### src/rtl/ain_feature_pkg.sv
package ain_feature_pkg;

  // ****************************************************************
  // register numbers (six-bit number carried in the control byte)
  // ****************************************************************
  localparam logic [5:0] REG_FACTORY_OFFSET = 6'h13;
  localparam logic [5:0] REG_FACTORY_GAIN = 6'h14;
  localparam logic [5:0] REG_UPPER_RANGE_LIMIT = 6'h15;
  localparam logic [5:0] REG_LOWER_RANGE_LIMIT = 6'h16;
  localparam logic [5:0] REG_CODE_WORD = 6'h1F;
  localparam logic [5:0] REG_FEATURE_CONFIGURATION = 6'h20;
  localparam logic [5:0] REG_USER_SCALING_OFFSET = 6'h21;
  localparam logic [5:0] REG_USER_SCALING_GAIN = 6'h22;
  localparam logic [5:0] REG_FIRST_THRESHOLD = 6'h23;
  localparam logic [5:0] REG_SECOND_THRESHOLD = 6'h24;

  // ****************************************************************
  // control byte fields
  // ****************************************************************
  localparam int CTRL_REG_COMM_BIT = 7;
  localparam int CTRL_WRITE_BIT = 6;

  // ****************************************************************
  // feature register fields
  // ****************************************************************
  localparam int FEAT_LOWPASS_FILTER_ON = 11;
  localparam int FEAT_SECOND_THRESHOLD_ON = 10;
  localparam int FEAT_FIRST_THRESHOLD_ON = 9;
  localparam int FEAT_RANGE_PROTECTION_ON = 8;
  localparam int FEAT_STATUS_IN_LOW_BITS_FORMAT_ON = 4;
  localparam int FEAT_SIGN_MAGNITUDE_OUTPUT_ON = 3;
  localparam int FEAT_PROCESS_DATA_WATCHDOG_ON = 2;
  localparam int FEAT_FACTORY_SCALING_ON = 1;
  localparam int FEAT_CUSTOM_SCALING_ON = 0;
  localparam logic [15:0] FEAT_WRITABLE_MASK = 16'h0F1F;

  // ****************************************************************
  // process status byte fields
  // ****************************************************************
  localparam int STAT_UNDER_RANGE = 0;
  localparam int STAT_OVER_RANGE = 1;
  localparam int STAT_FIRST_ABOVE = 2;
  localparam int STAT_FIRST_BELOW = 3;
  localparam int STAT_SECOND_ABOVE = 4;
  localparam int STAT_SECOND_BELOW = 5;
  localparam int STAT_WATCHDOG = 6;

  // ****************************************************************
  // values after reset and fixed figures
  // ****************************************************************
  localparam logic [15:0] FEATURE_RESET = 16'h0906;
  localparam logic [15:0] CODE_WORD_RESET = 16'h0000;
  localparam logic [15:0] USER_CODE_WORD = 16'h1235;
  localparam logic [15:0] CUSTOM_OFFSET_RESET = 16'h0000;
  localparam logic [15:0] CUSTOM_GAIN_RESET = 16'h0400;
  localparam logic [15:0] THRESHOLD_RESET = 16'h0000;
  localparam logic [15:0] FACTORY_OFFSET_RESET = 16'h0000;
  localparam logic [15:0] FACTORY_GAIN_RESET = 16'h0400;
  localparam logic [15:0] UPPER_RANGE_LIMIT_RESET = 16'h7FFF;
  localparam logic [15:0] LOWER_RANGE_LIMIT_RESET = 16'h8000;
  localparam int GAIN_FRACTION_BITS = 10;
  localparam int FILTER_SHIFT = 4;
  localparam int CLOCK_HZ = 100_000_000;
  localparam int WATCHDOG_TIME_MS = 100;
  localparam int WATCHDOG_CYCLES = (CLOCK_HZ / 1000) * WATCHDOG_TIME_MS;

endpackage : ain_feature_pkg
### src/rtl/ain_feature_config.sv
// Operation
// low-pass filter runs only while feature bit 11 is set, else bypassed.
// second threshold is evaluated only while feature bit 10 is set.
// first threshold is evaluated only while feature bit 9 is set.
// range protection clamps to range limits and sets the matching status bit.
// low-bits format puts value in bits 15..3 and status in bits 2..0.
// bipolar variant flags overflow in bit 0 below or above range; bits 2,1 zero.
// unipolar variant flags overflow in bit 0 above range only; bits 2,1 zero.
// bit 3 clear gives two's complement, set gives sign-magnitude output.
// watchdog trips after 100 ms without process data while bit 2 is set.
// factory offset and gain apply while feature bit 1 is set.
// custom offset and gain apply only while feature bit 0 is set.
// custom gain is fixed point, 0x0400 meaning unity.
// custom offset is added in the custom scaling stage.
// value outside a threshold sets the matching status byte bits.
// controller using low-bits format programs custom offset and gain itself.
// reserved feature bits read zero and ignore writes.
// register writes are refused unless code word 0x1235 was written first.
// exceeding the upper range limit shows the limit and sets its status bit.
module ain_feature_config
  import ain_feature_pkg::*;
#(
  parameter int WATCHDOG_LIMIT = WATCHDOG_CYCLES
) (
  input wire logic clk_sys_i,
  input wire logic arst_n_i,
  input wire logic unipolar_variant_i,
  input wire logic sample_valid_i,
  input wire logic [15:0] sample_i,
  input wire logic xfer_i,
  input wire logic [7:0] ctrl_byte_i,
  input wire logic [15:0] data_out_i,
  output logic reply_valid_o,
  output logic [7:0] status_byte_o,
  output logic [15:0] data_in_o,
  output logic watchdog_tripped_o
);

  // ****************************************************************
  // helper functions
  // ****************************************************************

  // saturate a wide signed result to sixteen bits
  function automatic logic [15:0] sat16(input logic signed [33:0] v);
    if (v > 34'sd32767) begin
      return 16'h7FFF;
    end else if (v < -34'sd32768) begin
      return 16'h8000;
    end else begin
      return v[15:0];
    end
  endfunction

  // gain times value in fixed point, plus offset
  function automatic logic [15:0] scale(input logic [15:0] x, input logic [15:0] gain,
                                        input logic [15:0] offs);
    logic signed [31:0] prod;
    logic signed [33:0] sum;
    prod = $signed(x) * $signed(gain);
    sum = (34'(prod) >>> GAIN_FRACTION_BITS) + 34'($signed(offs));
    return sat16(sum);
  endfunction

  // ****************************************************************
  // registers
  // ****************************************************************
  logic [15:0] feature_configuration;
  logic [15:0] code_word;
  logic [15:0] user_scaling_offset;
  logic [15:0] user_scaling_gain;
  logic [15:0] first_threshold;
  logic [15:0] second_threshold;
  logic [15:0] factory_offset;
  logic [15:0] factory_gain;
  logic [15:0] upper_range_limit;
  logic [15:0] lower_range_limit;

  logic reg_access;
  logic reg_write;
  logic [5:0] reg_num;
  logic write_unlocked;

  assign reg_access = xfer_i && ctrl_byte_i[CTRL_REG_COMM_BIT];
  assign reg_write = reg_access && ctrl_byte_i[CTRL_WRITE_BIT];
  assign reg_num = ctrl_byte_i[5:0];
  assign write_unlocked = (code_word == USER_CODE_WORD);

  // code word register is always writable; any other value relocks
  always_ff @(posedge clk_sys_i or negedge arst_n_i) begin
    if (!arst_n_i) begin
      code_word <= CODE_WORD_RESET;
    end else if (reg_write && reg_num == REG_CODE_WORD) begin
      code_word <= data_out_i;
    end
  end

  // protected registers take a write only while unlocked
  always_ff @(posedge clk_sys_i or negedge arst_n_i) begin
    if (!arst_n_i) begin
      feature_configuration <= FEATURE_RESET;
      user_scaling_offset <= CUSTOM_OFFSET_RESET;
      user_scaling_gain <= CUSTOM_GAIN_RESET;
      first_threshold <= THRESHOLD_RESET;
      second_threshold <= THRESHOLD_RESET;
      factory_offset <= FACTORY_OFFSET_RESET;
      factory_gain <= FACTORY_GAIN_RESET;
      upper_range_limit <= UPPER_RANGE_LIMIT_RESET;
      lower_range_limit <= LOWER_RANGE_LIMIT_RESET;
    end else if (reg_write && write_unlocked) begin
      case (reg_num)
        REG_FEATURE_CONFIGURATION: begin
          feature_configuration <= data_out_i & FEAT_WRITABLE_MASK;
        end
        REG_USER_SCALING_OFFSET: begin
          user_scaling_offset <= data_out_i;
        end
        REG_USER_SCALING_GAIN: begin
          user_scaling_gain <= data_out_i;
        end
        REG_FIRST_THRESHOLD: begin
          first_threshold <= data_out_i;
        end
        REG_SECOND_THRESHOLD: begin
          second_threshold <= data_out_i;
        end
        REG_FACTORY_OFFSET: begin
          factory_offset <= data_out_i;
        end
        REG_FACTORY_GAIN: begin
          factory_gain <= data_out_i;
        end
        REG_UPPER_RANGE_LIMIT: begin
          upper_range_limit <= data_out_i;
        end
        REG_LOWER_RANGE_LIMIT: begin
          lower_range_limit <= data_out_i;
        end
        default: begin
        end
      endcase
    end
  end

  // ****************************************************************
  // feature bits
  // ****************************************************************
  logic lowpass_filter_on;
  logic second_threshold_on;
  logic first_threshold_on;
  logic range_protection_on;
  logic status_in_low_bits_format_on;
  logic sign_magnitude_output_on;
  logic process_data_watchdog_on;
  logic factory_scaling_on;
  logic custom_scaling_on;

  assign lowpass_filter_on = feature_configuration[FEAT_LOWPASS_FILTER_ON];
  assign second_threshold_on = feature_configuration[FEAT_SECOND_THRESHOLD_ON];
  assign first_threshold_on = feature_configuration[FEAT_FIRST_THRESHOLD_ON];
  assign range_protection_on = feature_configuration[FEAT_RANGE_PROTECTION_ON];
  assign status_in_low_bits_format_on = feature_configuration[FEAT_STATUS_IN_LOW_BITS_FORMAT_ON];
  assign sign_magnitude_output_on = feature_configuration[FEAT_SIGN_MAGNITUDE_OUTPUT_ON];
  assign process_data_watchdog_on = feature_configuration[FEAT_PROCESS_DATA_WATCHDOG_ON];
  assign factory_scaling_on = feature_configuration[FEAT_FACTORY_SCALING_ON];
  assign custom_scaling_on = feature_configuration[FEAT_CUSTOM_SCALING_ON];

  // ****************************************************************
  // sample datapath: filter, scaling, range, thresholds
  // ****************************************************************
  logic [15:0] filter_state;
  logic [15:0] filtered;
  logic [15:0] factory_scaled;
  logic [15:0] custom_scaled;
  logic over_range;
  logic under_range;
  logic [15:0] limited;

  // first-order low-pass: state moves a fraction of the error each sample
  always_comb begin
    logic signed [33:0] step;
    step = 34'sd0;
    if (lowpass_filter_on) begin
      step = (34'($signed(sample_i)) - 34'($signed(filter_state))) >>> FILTER_SHIFT;
      filtered = sat16(34'($signed(filter_state)) + step);
    end else begin
      filtered = sample_i;
    end
  end

  // filter state follows the raw value while bypassed, so turning on is smooth
  always_ff @(posedge clk_sys_i or negedge arst_n_i) begin
    if (!arst_n_i) begin
      filter_state <= 16'h0000;
    end else if (sample_valid_i) begin
      filter_state <= filtered;
    end
  end

  // factory then custom scaling stages
  always_comb begin
    if (factory_scaling_on) begin
      factory_scaled = scale(filtered, factory_gain, factory_offset);
    end else begin
      factory_scaled = filtered;
    end
    if (custom_scaling_on) begin
      custom_scaled = scale(factory_scaled, user_scaling_gain, user_scaling_offset);
    end else begin
      custom_scaled = factory_scaled;
    end
  end

  // range check and clamp
  always_comb begin
    over_range = $signed(custom_scaled) > $signed(upper_range_limit);
    under_range = $signed(custom_scaled) < $signed(lower_range_limit);
    limited = custom_scaled;
    if (range_protection_on && over_range) begin
      limited = upper_range_limit;
    end else if (range_protection_on && under_range) begin
      limited = lower_range_limit;
    end
  end

  // ****************************************************************
  // output formatting
  // ****************************************************************
  logic [15:0] represented;
  logic [15:0] formatted;
  logic low_bits_overflow;

  always_comb begin
    logic [15:0] magnitude;
    magnitude = 16'h0000;
    if (sign_magnitude_output_on && limited[15]) begin
      magnitude = 16'(-$signed(limited));
      if (magnitude[15]) begin
        represented = 16'hFFFF;
      end else begin
        represented = {1'b1, magnitude[14:0]};
      end
    end else begin
      represented = limited;
    end
  end

  // bipolar flags both directions, unipolar only the upper side
  assign low_bits_overflow = unipolar_variant_i ? over_range
    : (over_range || under_range);

  always_comb begin
    if (status_in_low_bits_format_on) begin
      formatted = {represented[15:3], 2'b00, low_bits_overflow};
    end else begin
      formatted = represented;
    end
  end

  // ****************************************************************
  // process status and value, latched per sample
  // ****************************************************************
  logic [15:0] process_value;
  logic [5:0] process_flags;

  always_ff @(posedge clk_sys_i or negedge arst_n_i) begin
    if (!arst_n_i) begin
      process_value <= 16'h0000;
      process_flags <= 6'h00;
    end else if (sample_valid_i) begin
      process_value <= formatted;
      process_flags[STAT_OVER_RANGE] <= range_protection_on && over_range;
      process_flags[STAT_UNDER_RANGE] <= range_protection_on && under_range;
      process_flags[STAT_FIRST_ABOVE] <= first_threshold_on &&
        ($signed(limited) > $signed(first_threshold));
      process_flags[STAT_FIRST_BELOW] <= first_threshold_on &&
        ($signed(limited) < $signed(first_threshold));
      process_flags[STAT_SECOND_ABOVE] <= second_threshold_on &&
        ($signed(limited) > $signed(second_threshold));
      process_flags[STAT_SECOND_BELOW] <= second_threshold_on &&
        ($signed(limited) < $signed(second_threshold));
    end
  end

  // ****************************************************************
  // process data watchdog
  // ****************************************************************
  logic [31:0] watchdog_count;
  logic watchdog_tripped;

  // every exchange from the coupler restarts the count
  always_ff @(posedge clk_sys_i or negedge arst_n_i) begin
    if (!arst_n_i) begin
      watchdog_count <= 32'h00000000;
      watchdog_tripped <= 1'b0;
    end else if (xfer_i || !process_data_watchdog_on) begin
      watchdog_count <= 32'h00000000;
      watchdog_tripped <= 1'b0;
    end else if (watchdog_count >= 32'(WATCHDOG_LIMIT - 1)) begin
      watchdog_tripped <= 1'b1;
    end else begin
      watchdog_count <= watchdog_count + 32'h00000001;
    end
  end

  assign watchdog_tripped_o = watchdog_tripped;

  // ****************************************************************
  // register read mux
  // ****************************************************************
  logic [15:0] read_value;

  always_comb begin
    case (reg_num)
      REG_CODE_WORD: read_value = code_word;
      REG_FEATURE_CONFIGURATION: read_value = feature_configuration & FEAT_WRITABLE_MASK;
      REG_USER_SCALING_OFFSET: read_value = user_scaling_offset;
      REG_USER_SCALING_GAIN: read_value = user_scaling_gain;
      REG_FIRST_THRESHOLD: read_value = first_threshold;
      REG_SECOND_THRESHOLD: read_value = second_threshold;
      REG_FACTORY_OFFSET: read_value = factory_offset;
      REG_FACTORY_GAIN: read_value = factory_gain;
      REG_UPPER_RANGE_LIMIT: read_value = upper_range_limit;
      REG_LOWER_RANGE_LIMIT: read_value = lower_range_limit;
      default: read_value = 16'h0000;
    endcase
  end

  // ****************************************************************
  // reply to the coupler, one cycle after each exchange
  // ****************************************************************
  always_ff @(posedge clk_sys_i or negedge arst_n_i) begin
    if (!arst_n_i) begin
      reply_valid_o <= 1'b0;
      status_byte_o <= 8'h00;
      data_in_o <= 16'h0000;
    end else begin
      reply_valid_o <= xfer_i;
      if (xfer_i && reg_access && ctrl_byte_i[CTRL_WRITE_BIT]) begin
        // write receipt: control byte with the write bit cleared
        status_byte_o <= ctrl_byte_i & 8'hBF;
        data_in_o <= 16'h0000;
      end else if (xfer_i && reg_access) begin
        status_byte_o <= ctrl_byte_i;
        data_in_o <= read_value;
      end else if (xfer_i) begin
        status_byte_o <= {1'b0, watchdog_tripped, process_flags};
        data_in_o <= process_value;
      end
    end
  end

endmodule // ain_feature_config

### config.mk
export PLATFORM = sky130hd
export DESIGN_NAME = ain_feature_config
export DESIGN_NICKNAME = d
export VERILOG_FILES = /design/src/rtl/ain_feature_pkg.sv /design/src/rtl/ain_feature_config.sv
export SDC_FILE = /design/constraint.sdc
export NUM_CORES = 2
export LEC_CHECK = 0
export BUFFER_PORTS_ARGS = -buffer_cell sky130_fd_sc_hd__buf_2
export CAP_MARGIN = 0
export CORE_UTILIZATION = 55
export CTS_CLUSTER_DIAMETER = 50
export DETAILED_ROUTE_END_ITERATION = 16
export PLACE_DENSITY = 0.78
export SLEW_MARGIN = 20
export SYNTH_ARGS = -nofsm -noshare
export SYNTH_HDL_FRONTEND = slang
export SYNTH_SLANG_ARGS = --single-unit
export TNS_END_PERCENT = 100
### constraint.sdc
create_clock -name clk_sys_i -period 35.8 [get_ports clk_sys_i]
set_clock_uncertainty 0.05 [all_clocks]
set_input_delay 7.16 -clock clk_sys_i [delete_from_list [all_inputs] [get_ports clk_sys_i]]
set_output_delay 7.16 -clock clk_sys_i [all_outputs]
set_load 0.03 [all_outputs]
==> impl_metrics.ini <==
[status]
status = completed

[route]
met3WireLength_um = 10200
drt_first_pass_iters = 6
highest-signal-layer = met5
wl_met1_um = 40770
drc_errors = 0
drt-total-wl_um = 103400
drt_iter0_drc = 2716
postRouteAntennaNets = 0
dr_total_vias = 28990
dr_wl_met2_um = 47620
vias_per_cell = 5.921
routedWlPerCell_um = 21.11

[cts]
clk_path_buf_depth = 3
clk_pin_slew_worst_paths_ns = 0.06
cts_buffers = 28
htreeDepth = 1
cts.sinks = 249
cts_tree = yes
clk_latency_ns = 0.59
cts-root-buf = clkbuf_16
hold_buffers = 0

[yosys]
synth_area_per_cell_um2 = 9.057
synth_fp_nets = 4891
synthCells = 4024
yosys.cell_types.count = 94
synth_flop_cell = dfrtp_1
syn_area_um2 = 36440
async_flop_share_pct = 100.0
ys_seq_elements = 249
yosysSeqAreaShare_pct = 17.17
yosysWarnings = 0
synth_edf_count = 0

[cells_and_area]
drive_gt1_share_pct = 8.886
final_common_cell = inv_1
nFillCells = 5630
fin_cells = 4896
layout_common_cells = inv_1, fa_1, nand2_1, ha_1, and2_1
nets = 4874
areaGrowthSynthToFinish_pct = 6.379

[global_routing]
grt_pass1_vias = 30110
grt_first_pass_wirelength_um = 166000
grt_start_max_net_pins = 115
grt_usage_pct = 31.62
overflow = 0
antenna_found_initial = 6

[critical_path]
cp_common_cell = o21a_1
crit-reg2reg-launch = filter_state[1]
max_stage_delay_ns = 0.68
r2r_cells = 107
required_ns = 36.28
reg2reg_slack_ns = 8.04
reg2reg_to = process_value[1]
startpoint_type = input port
crit_family = compound AO/OA/AOI/OAI gates
path_max_fanout = 17
endpoint_kind = flop
criticalPathCategory = input port to flop
crit_slowest_cell = a2bb2oi_1
critPathBufInv = 11
crit_arrival_ns = 34.50

[hold_path]
holdPathStages = 1
holdCritStartpoint = watchdog_count[26]
hold_class = flop to flop
min_to = watchdog_count[26]

[floorplan]
die_y_um = 259.4
io_pins = 71
coreArea_um2 = 65630
die_area_um2 = 67300
start_util_pct = 55.53
die_w_um = 259.4
num_rows = 94

[timing]
drv_slew = 0
fin_crit_ns = 34.02
hold_violations = 0
period_share_pct = 95.03
tightest_slew_ns = 1.151
setup_viol = 0
fmax_mhz = 29.39
maxSlewHeadroom_pct = 22.82

[place]
io_buffer_count = 70
dpl.hpwl_um = 80010
dp.cells = 4840
gp_congestion = 1.010

[flow_run]
cap_violations = 0
-- worst max path at each step --
stage,start,end,slack (ns),cells after the start
after CTS,sample_i[1],process_flags[5],0.75,117
after global routing,sample_i[1],process_flags[4],-0.05,120
after global placement,sample_i[1],process_flags[4],0.72,117
after detailed placement,sample_i[1],process_flags[4],0.32,117
final,sample_i[1],process_value[1],1.78,107
after floorplan,sample_i[1],process_flags[2],3.01,123
-- metal layers --
layer	vias to the layer above	global-route usage, %
li1	12970	-
met1	14350	41.29
met2	1356	51.09
met3	313	6.630
met4	4	13.27
met5	-	0
-- kinds of logic after synthesis --
group,share of synthesized area [%]
compound gates,12.40
xor+xnor,3.220
fa+ha+maj,39.14
buf+inv,9.369
flops,17.17
mux,3.838
simple gates,14.85
-- state kept, by name, summed over array words and instances, names as in the netlist --
name and count:
feature_configuration 9, status_byte_o 8, factory_gain 16, factory_offset 16, lower_range_limit 16, watchdog_tripped_o 1
user_scaling_offset 16, filter_state 16, first_threshold 16, second_threshold 16, process_value 16, process_flags 6
code_word 16, watchdog_count 32, user_scaling_gain 16, reply_valid_o 1, upper_range_limit 16, data_in_o 16
-- cells in the mapped netlist (21+ instances only) --
master    count  area, µm²
ha_1        297       3716
xnor2_1      75      656.9
dfrtp_1     227       5680
nand2_1     414       1554
a31oi_1      38      237.7
a22oi_1      31      232.7
clkbuf_1    150      563.0
fa_1        525      10510
o21ai_0     140      700.7
dfstp_2      22      578.1
o22ai_1      23      143.9
and2_1      241       1508
mux2_2      102       1149
a221oi_1     26      227.7
o211ai_1     25      187.7
a21o_1       42      315.3
nor3_1       44      220.2
a22o_1       21      183.9
nand4_1      34      212.7
nand3_1      39      195.2
mux2i_1      21      210.2
xor2_1       59      516.8
o21a_1       29      217.7
nor2b_1      48      300.3
inv_1       731       2744
nand2b_1     35      219.0
a21oi_1     154      770.7
nor2_1      184      690.7
-- through the flow --
step                utilization, %  setup TNS (ns)  area, µm²  hold WS (ns)  worst slack [ns]
finish                       59.08               0      38770        0.4399             1.778
detailed placement           57.43               0      37690        0.4228            0.3150
floorplan                        -               0      36450        0.3992             3.011
CTS                          58.90               0      38650        0.4411            0.7502
global route                 59.07        -0.09095      38770        0.4605          -0.04685
global placement             57.43               0      37690        0.4204            0.7201
-- what timing repair did --
item                                    4_1_cts  5_1_grt
resized for setup                             0       19
endpoints found under the setup margin        0       20
setup buffers                                 0        1
-- area by class of cell --
class / instances / area [µm²] / share of cell area, %
inverters: 732 / 2748 / 7.087
clock inverters: 13 / 161.4 / 0.4163
multi-input cells: 2872 / 26950 / 69.50
clock buffers: 39 / 802.0 / 2.069
flip-flops and latches: 249 / 6259 / 16.14
repair buffers: 124 / 765.7 / 1.975
well taps: 864 / 1081 / 2.788
diodes: 3 / 7.507 / 0.01936
Power is not shown: default switching activity piles up to over one toggle a cycle in this logic, so the estimate is an artifact.
